--- src/pkg/sfc_pkg.sv ---
// Shared constants and types of the safety switch output control
// How it works
// - Outputs on only when every condition holds, or while border holds active state
// - Any error, or any lost condition outside border, drops outputs
// - Two inputs, two outputs, one enable decision
// - Input low pulses up to 900 us ignored
// - Output test pulses last at most 0.3 ms
// - Cyclic self-test catches cross shorts
// - Start pulse valid if 30 ms to 5 s
// - Start pulse counts only once inputs ready
// - Diagnosis output copies yellow pulsing
// - Border position reported on diagnosis and lamps
// - Idle: yellow only; active: green and outputs
// - Blink is 1:1, flash is 1:5
// - Border: yellow blinks, outputs hold state
// - Error: red blinks, everything else low
package sfc_pkg;
   localparam int CLK_MHZ = 200;
   localparam int IN_GAP_US = 900;
   localparam int IN_GAP_CYC = IN_GAP_US * CLK_MHZ;
   localparam int TEST_PULSE_US = 300;
   localparam int TEST_PULSE_CYC = TEST_PULSE_US * CLK_MHZ;
   localparam int TEST_GAP_US = 100000;
   localparam int TEST_GAP_CYC = TEST_GAP_US * CLK_MHZ;
   localparam int START_MIN_US = 30000;
   localparam int START_MIN_CYC = START_MIN_US * CLK_MHZ;
   localparam int START_MAX_US = 5000000;
   localparam int START_MAX_CYC = START_MAX_US * CLK_MHZ;
   localparam int SLOT_US = 100000;
   localparam int SLOT_CYC = SLOT_US * CLK_MHZ;
   localparam int PAT_SLOTS = 6;
   localparam int BLINK_SLOTS = 3;
   localparam int FLASH_SLOTS = 1;
   localparam int CNT_W = 32;
   typedef enum logic [2:0] {
      ST_IDLE, ST_WAIT_IN, ST_WAIT_START, ST_ACTIVE, ST_ERROR
   } sfc_state_t;
endpackage : sfc_pkg

--- src/sfc_in_filter.sv ---
// Safety input synchroniser and low-pulse suppressor
`timescale 1ns/100ps
module sfc_in_filter #(
   parameter int HOLD_CYC = sfc_pkg::IN_GAP_CYC
) (
   input wire logic ref_clk_in,
   input wire logic reset_n_in,
   input wire logic clk_en_in,
   input wire logic pin_in,
   output logic level_out
);
   import sfc_pkg::*;
   logic s1_q;
   logic s2_q;
   logic level_q;
   logic [CNT_W-1:0] cnt_q;
   wire hold_done = (cnt_q == CNT_W'(HOLD_CYC));

   always_ff @(posedge ref_clk_in) begin
      if (!reset_n_in) begin
         s1_q <= 1'b0;
         s2_q <= 1'b0;
      end else if (clk_en_in) begin
         s1_q <= pin_in;
         s2_q <= s1_q;
      end
   end

   // Level drops only after the low outlasts the hold time
   always_ff @(posedge ref_clk_in) begin
      if (!reset_n_in) begin
         cnt_q <= '0;
         level_q <= 1'b0;
      end else if (clk_en_in) begin
         if (s2_q) begin
            cnt_q <= '0;
            level_q <= 1'b1;
         end else if (hold_done) begin
            level_q <= 1'b0;
         end else begin
            cnt_q <= cnt_q + 1'b1;
         end
      end
   end

   assign level_out = level_q;

   property p_in_gap;
      @(posedge ref_clk_in) disable iff (!reset_n_in)
      $fell(level_q) |-> $past(cnt_q) == CNT_W'(HOLD_CYC) && !$past(s2_q);
   endproperty
   a_in_gap: assert property (p_in_gap)
      else $error("input dropped before hold time");
endmodule : sfc_in_filter

--- src/sfc_pattern.sv ---
// Blink and flash pattern generator for lamps and diagnosis
`timescale 1ns/100ps
module sfc_pattern #(
   parameter int SLOT = sfc_pkg::SLOT_CYC
) (
   input wire logic ref_clk_in,
   input wire logic reset_n_in,
   input wire logic clk_en_in,
   output logic blink_out,
   output logic flash_out
);
   import sfc_pkg::*;
   logic [CNT_W-1:0] cnt_q;
   logic [2:0] slot_q;
   logic blink_q;
   logic flash_q;
   wire slot_end = (cnt_q == CNT_W'(SLOT - 1));
   wire last_slot = (slot_q == 3'(PAT_SLOTS - 1));

   always_ff @(posedge ref_clk_in) begin
      if (!reset_n_in) begin
         cnt_q <= '0;
         slot_q <= '0;
         blink_q <= 1'b0;
         flash_q <= 1'b0;
      end else if (clk_en_in) begin
         cnt_q <= slot_end ? '0 : cnt_q + 1'b1;
         if (slot_end) begin
            slot_q <= last_slot ? '0 : slot_q + 1'b1;
         end
         blink_q <= (slot_q < 3'(BLINK_SLOTS));
         flash_q <= (slot_q < 3'(FLASH_SLOTS));
      end
   end

   assign blink_out = blink_q;
   assign flash_out = flash_q;

   property p_flash_in_blink;
      @(posedge ref_clk_in) disable iff (!reset_n_in)
      flash_q |-> blink_q;
   endproperty
   a_flash_in_blink: assert property (p_flash_in_blink)
      else $error("flash slot outside blink window");
endmodule : sfc_pattern

--- src/sfc_switch_ctrl.sv ---
// Safety switch output control: enable decision, self-test, lamps
`timescale 1ns/100ps
module sfc_switch_ctrl #(
   parameter int IN_HOLD = sfc_pkg::IN_GAP_CYC,
   parameter int TEST_LEN = sfc_pkg::TEST_PULSE_CYC,
   parameter int TEST_GAP = sfc_pkg::TEST_GAP_CYC,
   parameter int START_MIN = sfc_pkg::START_MIN_CYC,
   parameter int START_MAX = sfc_pkg::START_MAX_CYC,
   parameter int SLOT = sfc_pkg::SLOT_CYC
) (
   input wire logic ref_clk_in,
   input wire logic reset_n_in,
   input wire logic clk_en_in,
   input wire logic actuator_ok_in,
   input wire logic actuator_wrong_in,
   input wire logic actuator_border_in,
   input wire logic fault_in,
   input wire logic start_mode_in,
   input wire logic [1:0] safety_pin_in,
   input wire logic external_feedback_input_in,
   input wire logic [1:0] sso_sense_in,
   output logic switched_safety_output_a_out,
   output logic switched_safety_output_b_out,
   output logic diag_out,
   output logic led_green_out,
   output logic led_red_out,
   output logic led_yellow_out
);
   import sfc_pkg::*;

   sfc_state_t state_q;
   sfc_state_t state_d;
   logic [1:0] in_lvl;
   logic blink;
   logic flash;
   logic fb1_q;
   logic fb2_q;
   logic fb3_q;
   logic [1:0] rb1_q;
   logic [1:0] rb2_q;
   logic [CNT_W-1:0] hi_cnt_q;
   logic armed_q;
   logic [CNT_W-1:0] gap_cnt_q;
   logic [CNT_W-1:0] tcnt_q;
   logic tst_q;
   logic sel_q;
   logic st_fault_q;
   logic sso_a_q;
   logic sso_b_q;
   logic diag_q;
   logic green_q;
   logic red_q;
   logic yellow_q;

   // Both safety inputs, each synchronised and filtered
   for (genvar i = 0; i < 2; i++) begin : g_in
      sfc_in_filter #(
         .HOLD_CYC(IN_HOLD)
      ) u_filt (
         .ref_clk_in(ref_clk_in),
         .reset_n_in(reset_n_in),
         .clk_en_in(clk_en_in),
         .pin_in(safety_pin_in[i]),
         .level_out(in_lvl[i])
      );
   end

   sfc_pattern #(
      .SLOT(SLOT)
   ) u_pat (
      .ref_clk_in(ref_clk_in),
      .reset_n_in(reset_n_in),
      .clk_en_in(clk_en_in),
      .blink_out(blink),
      .flash_out(flash)
   );

   // Pin synchronisers for feedback and output readback
   always_ff @(posedge ref_clk_in) begin
      if (!reset_n_in) begin
         fb1_q <= 1'b0;
         fb2_q <= 1'b0;
         fb3_q <= 1'b0;
         rb1_q <= '0;
         rb2_q <= '0;
      end else if (clk_en_in) begin
         fb1_q <= external_feedback_input_in;
         fb2_q <= fb1_q;
         fb3_q <= fb2_q;
         rb1_q <= sso_sense_in;
         rb2_q <= rb1_q;
      end
   end

   wire inputs_ok = in_lvl[0] & in_lvl[1];
   wire fb_rise = fb2_q & ~fb3_q;
   wire fb_fall = ~fb2_q & fb3_q;
   wire in_wait_start = (state_q == ST_WAIT_START);
   wire hi_sat = (hi_cnt_q > CNT_W'(START_MAX));
   wire hi_in_range = (hi_cnt_q >= CNT_W'(START_MIN)) && !hi_sat;
   wire start_ok = armed_q & fb_fall & hi_in_range;
   wire start_bad = start_mode_in & armed_q &
      ((fb_fall & ~hi_in_range) | hi_sat);

   // Start button: count high time, armed by a rise while waiting
   always_ff @(posedge ref_clk_in) begin
      if (!reset_n_in) begin
         hi_cnt_q <= '0;
         armed_q <= 1'b0;
      end else if (clk_en_in) begin
         if (!fb2_q) begin
            hi_cnt_q <= '0;
         end else if (!hi_sat) begin
            hi_cnt_q <= hi_cnt_q + 1'b1;
         end
         if (!in_wait_start || fb_fall) begin
            armed_q <= 1'b0;
         end else if (fb_rise) begin
            armed_q <= 1'b1;
         end
      end
   end

   wire out_en = (state_q == ST_ACTIVE);
   wire gap_done = (gap_cnt_q == CNT_W'(TEST_GAP - 1));
   wire tst_done = (tcnt_q == CNT_W'(TEST_LEN - 1));
   wire tst_stop = tst_q & (tst_done | ~out_en);
   // The channel under test must read low, the other high
   wire tst_bad = tst_q & tst_done & out_en &
      (rb2_q[sel_q] | ~rb2_q[~sel_q]);

   // Cyclic output self-test, channels taken in turn
   always_ff @(posedge ref_clk_in) begin
      if (!reset_n_in) begin
         gap_cnt_q <= '0;
         tcnt_q <= '0;
         tst_q <= 1'b0;
         sel_q <= 1'b0;
         st_fault_q <= 1'b0;
      end else if (clk_en_in) begin
         if (!out_en || tst_q) begin
            gap_cnt_q <= '0;
         end else begin
            gap_cnt_q <= gap_done ? '0 : gap_cnt_q + 1'b1;
         end
         if (tst_stop) begin
            tst_q <= 1'b0;
            sel_q <= ~sel_q;
         end else if (out_en && gap_done) begin
            tst_q <= 1'b1;
         end
         tcnt_q <= tst_q ? tcnt_q + 1'b1 : '0;
         if (tst_bad) begin
            st_fault_q <= 1'b1;
         end
      end
   end

   wire error_now = fault_in | actuator_wrong_in | st_fault_q | start_bad;
   wire fb_met = start_mode_in ? start_ok : fb2_q;

   // Enable decision
   always_comb begin
      state_d = state_q;
      if (state_q == ST_ERROR) begin
         state_d = ST_ERROR;
      end else if (error_now) begin
         state_d = ST_ERROR;
      end else if (actuator_border_in) begin
         state_d = state_q;
      end else if (!actuator_ok_in) begin
         state_d = ST_IDLE;
      end else if (!inputs_ok) begin
         state_d = ST_WAIT_IN;
      end else begin
         unique case (state_q)
            ST_IDLE, ST_WAIT_IN: begin
               state_d = ST_WAIT_START;
            end
            ST_WAIT_START: begin
               if (fb_met) begin
                  state_d = ST_ACTIVE;
               end
            end
            ST_ACTIVE: begin
               if (!start_mode_in && !fb2_q) begin
                  state_d = ST_WAIT_START;
               end
            end
            default: begin
               state_d = ST_ERROR;
            end
         endcase
      end
   end

   wire is_err = (state_q == ST_ERROR);
   wire is_idle = (state_q == ST_IDLE);
   wire border = actuator_border_in & ~is_err;
   wire green_d = ~border & (out_en |
      ((state_q == ST_WAIT_IN) & blink) | (in_wait_start & flash));
   wire yellow_d = border ? blink : is_idle;
   wire red_d = is_err & blink;
   wire diag_d = border ? blink : ~(is_idle | is_err);
   wire sso_a_d = out_en & ~(tst_q & ~sel_q);
   wire sso_b_d = out_en & ~(tst_q & sel_q);

   always_ff @(posedge ref_clk_in) begin
      if (!reset_n_in) begin
         state_q <= ST_IDLE;
         sso_a_q <= 1'b0;
         sso_b_q <= 1'b0;
         diag_q <= 1'b0;
         green_q <= 1'b0;
         red_q <= 1'b0;
         yellow_q <= 1'b0;
      end else if (clk_en_in) begin
         state_q <= state_d;
         sso_a_q <= sso_a_d;
         sso_b_q <= sso_b_d;
         diag_q <= diag_d;
         green_q <= green_d;
         red_q <= red_d;
         yellow_q <= yellow_d;
      end
   end

   assign switched_safety_output_a_out = sso_a_q;
   assign switched_safety_output_b_out = sso_b_q;
   assign diag_out = diag_q;
   assign led_green_out = green_q;
   assign led_red_out = red_q;
   assign led_yellow_out = yellow_q;

   property p_off_unless_active;
      @(posedge ref_clk_in) disable iff (!reset_n_in)
      clk_en_in && state_q != ST_ACTIVE |=> !sso_a_q && !sso_b_q;
   endproperty
   a_off_unless_active: assert property (p_off_unless_active)
      else $error("output on outside active state");

   property p_drop_on_loss;
      @(posedge ref_clk_in) disable iff (!reset_n_in)
      clk_en_in && out_en && !actuator_border_in &&
      (!inputs_ok || !actuator_ok_in || error_now)
      |=> state_q != ST_ACTIVE ##1 !sso_a_q && !sso_b_q;
   endproperty
   a_drop_on_loss: assert property (p_drop_on_loss)
      else $error("outputs kept after lost condition");

   property p_same_enable;
      @(posedge ref_clk_in) disable iff (!reset_n_in)
      clk_en_in && !tst_q |=> sso_a_q == sso_b_q;
   endproperty
   a_same_enable: assert property (p_same_enable)
      else $error("output channels differ outside test");

   property p_test_len;
      @(posedge ref_clk_in) disable iff (!reset_n_in)
      tst_q |-> tcnt_q < CNT_W'(TEST_LEN);
   endproperty
   a_test_len: assert property (p_test_len)
      else $error("test pulse too long");

   property p_test_fault;
      @(posedge ref_clk_in) disable iff (!reset_n_in)
      clk_en_in && tst_bad ##1 clk_en_in |=> is_err;
   endproperty
   a_test_fault: assert property (p_test_fault)
      else $error("failed self-test did not force error");

   property p_start_window;
      @(posedge ref_clk_in) disable iff (!reset_n_in)
      $rose(state_q == ST_ACTIVE) && start_mode_in && $past(in_wait_start)
      |-> $past(hi_cnt_q) >= CNT_W'(START_MIN) &&
          $past(hi_cnt_q) <= CNT_W'(START_MAX);
   endproperty
   a_start_window: assert property (p_start_window)
      else $error("start pulse outside window accepted");

   property p_idle_lamps;
      @(posedge ref_clk_in) disable iff (!reset_n_in)
      clk_en_in && is_idle && !actuator_border_in
      |=> yellow_q && !green_q && !diag_q && !sso_a_q;
   endproperty
   a_idle_lamps: assert property (p_idle_lamps)
      else $error("wrong idle indication");

   property p_diag_yellow;
      @(posedge ref_clk_in) disable iff (!reset_n_in)
      clk_en_in && border |=> diag_q == yellow_q && !green_q;
   endproperty
   a_diag_yellow: assert property (p_diag_yellow)
      else $error("diagnosis differs from yellow at border");

   property p_error_lamps;
      @(posedge ref_clk_in) disable iff (!reset_n_in)
      clk_en_in && is_err |=> red_q == $past(blink) && !green_q &&
         !yellow_q && !diag_q;
   endproperty
   a_error_lamps: assert property (p_error_lamps)
      else $error("wrong error indication");

   property p_border_hold;
      @(posedge ref_clk_in) disable iff (!reset_n_in)
      clk_en_in && border && !error_now |=> state_q == $past(state_q);
   endproperty
   a_border_hold: assert property (p_border_hold)
      else $error("state moved while actuator at border");
endmodule : sfc_switch_ctrl
--- config.mk ---
export PLATFORM = sky130hd
export DESIGN_NAME = sfc_switch_ctrl
export DESIGN_NICKNAME = d
export VERILOG_FILES = /design/src/pkg/sfc_pkg.sv /design/src/sfc_in_filter.sv /design/src/sfc_pattern.sv /design/src/sfc_switch_ctrl.sv
export SDC_FILE = /design/constraint.sdc
export NUM_CORES = 1
export LEC_CHECK = 0
export BUFFER_PORTS_ARGS = -buffer_cell sky130_fd_sc_hd__buf_2
export CAP_MARGIN = 20
export CORE_ASPECT_RATIO = 0.6
export CORE_MARGIN = 3
export CORE_UTILIZATION = 35
export DETAILED_ROUTE_END_ITERATION = 12
export PLACE_DENSITY = 0.63
export SYNTH_ARGS = -nofsm -noshare
export SYNTH_HDL_FRONTEND = slang
export SYNTH_SLANG_ARGS = --single-unit
export TNS_END_PERCENT = 10
--- constraint.sdc ---
create_clock -name ref_clk_in -period 2.4 [get_ports ref_clk_in]
set_clock_uncertainty 0.1 [all_clocks]
set_input_delay 0 -clock ref_clk_in [delete_from_list [all_inputs] [get_ports ref_clk_in]]
set_output_delay 0 -clock ref_clk_in [all_outputs]
set_load 0.01 [all_outputs]
==> results.md, run 1 <==
* Distinct cells, synth at 53
* Final WL at between 20000 and 25000 um
* Final min period at between 2 and 2.5 ns
* Clock sinks at 223
* Total die area at 31600 um^2
* Final hold vios at 0
* Number of remaining DRC errors at 0
* Die width at 227.5 um
* Area of the mapped netlist at between 10000 and 15000 um^2
* Avg Synthesized Cell Area at 8.210 um^2
* Adder-Cell Fraction of Synth Area at 1.093%
* Fmax at about 420 MHz
* Synth Area in Simple Gates at a little under a third
* Number of DRC markers after the initial detailed-route iteration at 650
* Flop-to-flop setup slack at 0.02 ns
* Crit path arrival time at 2.72 ns
* CP max-delay cell: or4_4
* Prevailing post-synth register cell: dfxtp_1
* Max-cap viol count at 0
* Seq pwr share at between 40% and 50%
* Pint at just over 0.006 W
* First-pass DRT Iterations at 5
* Share of cells above drive strength 1 at approximately 15%
* Detail Route Antenna Nets at 0
* DR vias/cell at 4.999
* GRT Total Usage at between 10 and 15%
* Clk pwr share at about half
* CTS tree: done
* Vias post-DR at between 8000 and 9000
* Reg2reg end: hi_cnt_q[21]
* Endpoints failing setup at 0
* First-pass GRT wire length at roughly 39000 um
* Post-Place Cell Area at roughly 11000 um^2
* Worst Hold End: fb1_q
* Worst vdd ir at between 0.3 and 0.4 mV
* Synth Warn # at 0
* Fin nets at approximately 1400
* WL per Instance at roughly 13 um
* CP Cell Sequence: and4bb_2 > nand4b_1 > buf_4 > nor4_4 > a211oi_4 > or4_4 > or3_1 > a21oi_2
* Gpl congestion at between 0.8 and 0.9
* Slew headroom at around 62%
* Die height at approximately 140 um
* Post-DP HPWL at roughly 16000 um
* Initial antenna violation count at 0
* Num CTS Buffers at 24
* Hold slack at between 0.2 and 0.25 ns
* Mux contribution to synthesized area at under 10%
* Setup crit start: hi_cnt_q[21]
* Worst Hold Class: in -> reg
* Sw power at between 0.0015 and 0.002 W
* Gr ovfl total at 0
* Max Fanout on Critical Path at 8
* Slowest stage delay, CP at 0.47 ns
* Slew Viols, Final at 0
* ANT cells at 0
* Std cell rows at 47
* Critical Path End Type: flip-flop
* Largest net degree at the start of global routing at 37
* Outcome: finished clean
* Hold path depth at 4
* Number of port buffers at 18
* Sw frac at 21.47%
* Final Cell Area at 12690 um^2
* Syn nets at roughly 1300
* Place WS at -0.1317 ns
* CTS H-tree depth at 1
* Leakage power at 4.490 nW
* Maximum clock path buffer count at 3
* Tcrit/Tclk final at between 90% and 100%
* RSZ-0062 raised after global routing: true
* Vias in the first global route at slightly below 8000
* Setup CP Type: reg -> reg
* CP Launch Type: flip-flop
* Synth async-reset ratio at 0%
* Worst Path Required at around 2.7 ns
* Fin util at ~45%
* Worst-Skew Late Latency at slightly above 0.5 ns
* Synth Area in XOR/XNOR at approximately 14%
* Seq/Total Area, Yosys at 43.33%
* Synth Area in Compound Gates at roughly 6.2%
* Final worst setup slack at slightly below 0.02 ns
* Mapped Cells at ~1300
* #FFs+latches synth at 223
* Slew @ Worst Pin at around 0.56 ns
* Post-synth EDFFs at 0
* I/O pin total at 19
* Clock transition at path regs at about 0.06 ns
* Hold path startpoint: external_feedback_input_in
* RR Startpoint: hi_cnt_q[21]
* Power share of the combinational group at under 10%
* Pwr/cell area at 618.1 nW/um^2
* Area delta synth->final at 23.18%
* Main combinational cell family by area after synthesis: simple AND/OR/NAND/NOR gates
* Core area at about 28000 um^2
* Reg2reg path depth at 8
* Root Buffer: clkbuf_16
* Initial Util at a little over a third
==> area by class of cell <==
type	instances	area, um^2
clock buffer	33	685.7
clock inverter	10	131.4
fill	2746	15590
inverter	27	101.3
multi-input combinational	961	5728
sequential	223	4482
tap	392	490.5
timing repair buffer	138	1074
==> what timing repair did <==
action | in CTS | in global routing
pin swaps | 8 | 20
resized for setup | 7 | 39
endpoints found under the hold margin | 44 | 0
cloned | 0 | 3
hold buffers | 16 | 0
setup endpoints to repair | 11 | 69
buffers inserted | 0 | 4
==> flip-flops by register name, summed over array words and instances (netlist names), 2 cells and up <==
name                   flops
g_in.u_filt.level_out      2
rb1_q                      2
rb2_q                      2
u_pat.cnt_q               32
g_in.u_filt.s2_q           2
state_q                    3
g_in.u_filt.s1_q           2
g_in.u_filt.cnt_q         64
hi_cnt_q                  32
tcnt_q                    32
gap_cnt_q                 32
u_pat.slot_q               3
==> per-stage QoR <==
stage / TNS [ns] / cells / power, W
floorplan: -0.01296 / 1255 / 0.003990
global route: -0.4805 / 1784 / 0.008143
finish: 0 / 1784 / 0.007844
global placement: -0.2152 / 1718 / 0.004079
detailed placement: -0.6469 / 1718 / 0.004081
CTS: -0.1643 / 1777 / 0.007945
==> how the worst max path moves through the flow <==
stage	end
2_1_floorplan	gap_cnt_q[28]
3_3_place_gp	hi_cnt_q[19]
3_5_place_dp	hi_cnt_q[23]
4_1_cts	hi_cnt_q[19]
5_1_grt	hi_cnt_q[21]
6_report	hi_cnt_q[21]
==> worst max-delay path: cells and delay by family, from the launching register on <==
kind / cells / cell delay [ns]
flip-flops: 1 / 0.32
AND/OR/NAND/NOR: 5 / 1.51
buffers and inverters: 1 / 0.17
AO/OA/AOI/OAI: 2 / 0.21
==> cells by family (layout without fill, tap and decap cells) <==
logic type / count (synthesis) / in the layout
simple gates: 666 / 666
flops: 223 / 223
buf+inv: 72 / 208
compound gates: 110 / 111
fa+ha+maj: 9 / 9
mux: 15 / 15
xor+xnor: 160 / 160
==> synth_stat cells, drive strengths merged, types with 15 or more instances <==
library cell	instances	area, um^2
or3	18	112.6
a21oi	43	215.2
mux2i	15	150.1
nor4	21	137.6
xnor2	63	551.8
nand4	51	319.1
nor3	42	210.2
o21ai	30	150.1
xor2	97	849.6
clkbuf	38	142.6
and3	27	168.9
nand2	101	379.1
inv	27	101.3
nand3	72	360.4
dfxtp	223	4464
nor2	257	964.7
==> per-layer routing <==
| metal | vias to the layer above | track usage, % | routed length (um) |
|---|---|---|---|
| met4 | 0 | 2.639 | 338 |
| li1 | 4582 | - | - |
| met2 | 152 | 19.42 | 9215 |
| met3 | 28 | 2.306 | 1021 |
| met1 | 4156 | 23.99 | 13380 |
| met5 | - | 0 | 0 |
==> layout by cell type, fill, tap and decap left out, types with 16 or more instances in the layout <==
master           n
or3_1           16
inv_1           24
dfxtp_1        211
a21oi_1         41
clkbuf_16       25
xnor2_1         62
nand4_1         51
nor2_1         256
buf_4           97
nor4_1          19
nand3_1         70
nand2_1        101
buf_2           19
and3_1          27
xor2_1          97
dlygate4sd3_1   16
nor3_1          39
o21ai_0         28
==> power groups by stage <==
stage / logic [W] / registers (W) / clock network (W)
4_1_cts: 0.000269 / 0.00375 / 0.00392
6_report: 0.000269 / 0.00375 / 0.00382
3_3_place_gp: 0.000243 / 0.00384 / 0
2_1_floorplan: 0.000160 / 0.00383 / 0
3_5_place_dp: 0.000245 / 0.00384 / 0
5_1_grt: 0.000301 / 0.00375 / 0.00409
Power figures use the tool's default switching activity.
==> run 2: changes to the inputs <==
--- a/config.mk
+++ b/config.mk
@@ -5,13 +5,14 @@
 export SDC_FILE = /design/constraint.sdc
 export NUM_CORES = 1
 export LEC_CHECK = 0
+export ABC_AREA = 1
 export BUFFER_PORTS_ARGS = -buffer_cell sky130_fd_sc_hd__buf_2
 export CAP_MARGIN = 20
 export CORE_ASPECT_RATIO = 0.6
 export CORE_MARGIN = 3
 export CORE_UTILIZATION = 35
 export DETAILED_ROUTE_END_ITERATION = 12
-export PLACE_DENSITY = 0.63
+export PLACE_DENSITY = 0.61
 export SYNTH_ARGS = -nofsm -noshare
 export SYNTH_HDL_FRONTEND = slang
 export SYNTH_SLANG_ARGS = --single-unit
==> constraint.sdc (replaced) <==
create_clock -name ref_clk_in -period 2.2 [get_ports ref_clk_in]
set_clock_uncertainty 0.1 [all_clocks]
set_input_delay 0 -clock ref_clk_in [delete_from_list [all_inputs] [get_ports ref_clk_in]]
set_output_delay 0 -clock ref_clk_in [all_outputs]
set_load 0.01 [all_outputs]
==> run 2 against run 1 <==
Net effect:
- global-route usage rose by 4.5 points
- combinational power is 84% higher
- worst setup slack better by 0.13 ns
- total power is 14% higher
- synthesized cell count is 60% higher
- hold slack improved by 0.15 ns
- first-iteration DRC count rose by 110%
- die area is 26% higher
- critical path type unchanged
- largest cell class unchanged
==> results.md, run 2 <==
* Outcome: finished clean
* Flop-to-flop setup slack at 0.15 ns
* Most frequent cells in the layout: 461 x nand2_1, 245 x nor2_1, 217 x dfxtp_1
* DR vias/cell at between 5 and 6
* CTS H-tree depth at 1
* Total die area at roughly 40000 um^2
* Tcrit/Tclk final at between 90% and 100%
* Post-DP HPWL at 28680 um
* Max FFs per register at 64
* CP endpoint: u_pat.cnt_q[22]
* Initial Util at 35.78%
* Fin nets at 2110
* Most frequent cells after synthesis: 466 x nand2_1, 258 x nor2_1, 223 x dfxtp_1
* Worst-Skew Late Latency at approximately 0.54 ns
* Maximum clock path buffer count at 3
* Critical Path End Type: flip-flop
* GRT Total Usage at approximately a fifth
* Largest reg by FF count: g_in.u_filt.cnt_q
* First-pass DRT Iterations at 6
* Sequential cell area at approximately 4500 um^2
* Most common library cell in the layout ignoring fill and taps: nand2_1
* Hold path startpoint: reset_n_in
* Die width at 255.8 um
* Avg Synthesized Cell Area at roughly 6.5 um^2
* Final min period at between 2 and 2.5 ns
* Seq/Total Area, Yosys at between 30% and 40%
* RSZ-0062 raised after global routing: true
* Number of DRC markers after the initial detailed-route iteration at between 1000 and 1500
* #FFs+latches synth at about 220
* Mapped Cells at between 2000 and 2500
* Vias in the first global route at ~12000
* Share of cells above drive strength 1 at approximately an eighth
* Std cell rows at 54
* Max-cap viol count at 0
* Reg2reg end: u_pat.cnt_q[22]
* CP Launch Type: flip-flop
* RR Startpoint: u_pat.cnt_q[0]
* Die height at about 160 um
* Distinct cells, synth at 50
* Prevailing post-synth register cell: dfxtp_1
* Slew Viols, Final at 0
* Place WS at ~0.028 ns
* Max Fanout on Critical Path at 5
* Num CTS Buffers at 24
* Syn nets at between 2000 and 2500
* Pwr/cell area at roughly 580 nW/um^2
* Crit path arrival time at approximately 2.4 ns
* Fmax at slightly below 500 MHz
* WL per Instance at about 15 um
* Number of remaining DRC errors at 0
* Final hold vios at 0
* Hold slack at 0.3479 ns
* First-pass GRT wire length at 63500 um
* ANT cells at 0
* Most common cell in the netlist: nand2_1
* Fill cell count at 3870
* Largest net degree at the start of global routing at 45
* DP Cell Count at 2543
* Synth Warn # at 0
* Reg2reg path depth at 10
* Vias post-DR at roughly 14000
* Area of the mapped netlist at roughly 13000 um^2
* Worst Path Required at 2.57 ns
* Leakage power at 5.206 nW
* Main area contributors after synthesis: dfxtp_1 34%, nand2_1 13%, nor2_1 7.4%, a21oi_1 6.1%, inv_1 5.8%
* Slew headroom at between 50% and 60%
* Worst vdd ir at 0.5030 mV
* Area leader, netlist: dfxtp_1
* Post-synth EDFFs at 0
* Gr ovfl total at 0
* Clock sinks at 223
* Root Buffer: clkbuf_16
* I/O pin total at 19
* Synth async-reset ratio at 0%
* CTS tree: done
* Gpl congestion at between 0.9 and 1
* Area delta synth->final at 16.92%
* Setup CP Type: reg -> reg
* Number of port buffers at 18
* Detail Route Antenna Nets at 0
* Endpoints failing setup at 0
* Final worst setup slack at between 0.1 and 0.15 ns
* Final WL at roughly 38000 um
* Core area at ~37000 um^2
* Slew @ Worst Pin at between 0.6 and 0.7 ns
* Worst Hold Class: in -> reg
* Multi-input logic area at 7611 um^2
* Setup crit start: u_pat.cnt_q[0]
* Clock transition at path regs at ~0.060 ns
* Initial antenna violation count at 0
* Layout Cells excl Fill at 2609
* Top cell type's share of synthesized area at between 30% and 40%
-- run 2: cell count changes in the layout (fill, tap and decap cells not counted), sizes merged, moves of 25 or more --
cell and change:
a21oi +137, nand4 +48, o21ai +35, xor2 -49, xnor2 -48, nor3 +85
nand3 +37, and3 -26, buf -25, nand2 +384, inv +188
-- run 2: through the flow --
| step | cell area, um^2 | TNS [ns] | utilization, % | total power [W] |
|---|---|---|---|---|
| 6_report | 15320 | 0 | 41.83 | 0.008929 |
| 5_1_grt | 15320 | -0.3330 | 41.83 | 0.009283 |
| 4_1_cts | 15160 | 0 | 41.41 | 0.009062 |
| 3_5_place_dp | 14130 | 0 | 38.60 | 0.004663 |
| 3_3_place_gp | 14130 | 0 | 38.60 | 0.004657 |
| 2_1_floorplan | 13100 | 0 | - | 0.004484 |
-- run 2: logic make-up after synthesis --
| logic type | Yosys count | share of synthesized area [%] |
|---|---|---|
| buffers and inverters | 287 | 8.795 |
| and+or+nand+nor | 1154 | 40.03 |
| DFF | 223 | 34.07 |
| AOI/OAI and AO/OA | 278 | 12.03 |
| xor gates and xnor gates | 63 | 4.211 |
| adders and majority gates | 9 | 0.8594 |
-- run 2: critical path: stages, from the launching register on --
cell	delay, ns
dfxtp_2	0.39
ha_4	0.18
nand4_4	0.14
nor2_4	0.13
nand2_2	0.09
nor3_4	0.24
nand2_2	0.12
nor2_4	0.19
nand3_1	0.12
a21oi_1	0.14
o21a_1	0.14
-- run 2: how the worst min path moves through the flow --
| stage | end | slack, ns | depth (start not counted) |
|---|---|---|---|
| after floorplan | rb1_q[0] | 0.03 | 2 |
| after global placement | g_in[1].u_filt.s1_q | 0.15 | 3 |
| after detailed placement | fb1_q | 0.17 | 3 |
| after CTS | hi_cnt_q[31] | 0.32 | 4 |
| after global routing | hi_cnt_q[30] | 0.37 | 4 |
| final | hi_cnt_q[31] | 0.35 | 4 |
-- run 2: per-layer routing --
layer	GRT usage, %	routed length, um
met5	0	0
met4	3.172	594
met3	3.471	3182
met2	26.07	14560
met1	30.55	20090
-- run 2: cell type report --
cell class	count	area share [%]
Clock inverter	12	1.062
Timing Repair Buffer	116	6.207
Tap cell	504	4.116
Sequential cell	223	29.19
Clock buffer	31	4.361
Inverter	219	5.382
Multi-Input combinational cell	1504	49.68
-- run 2: power by group --
| group | switching (W) | total, W | internal (W) |
|---|---|---|---|
| combinational | 0.000334 | 0.000496 | 0.000162 |
| sequential | 0.0000371 | 0.00411 | 0.00408 |
| clock | 0.00171 | 0.00432 | 0.00261 |
| total | 0.00208 | 0.00893 | 0.00684 |
-- run 2: repair_timing --
item,in CTS,in global routing
gates resized for setup,0,41
endpoints found under the hold margin,69,0
buffers inserted,0,3
endpoints found under the setup margin,0,70
hold buffers,20,0
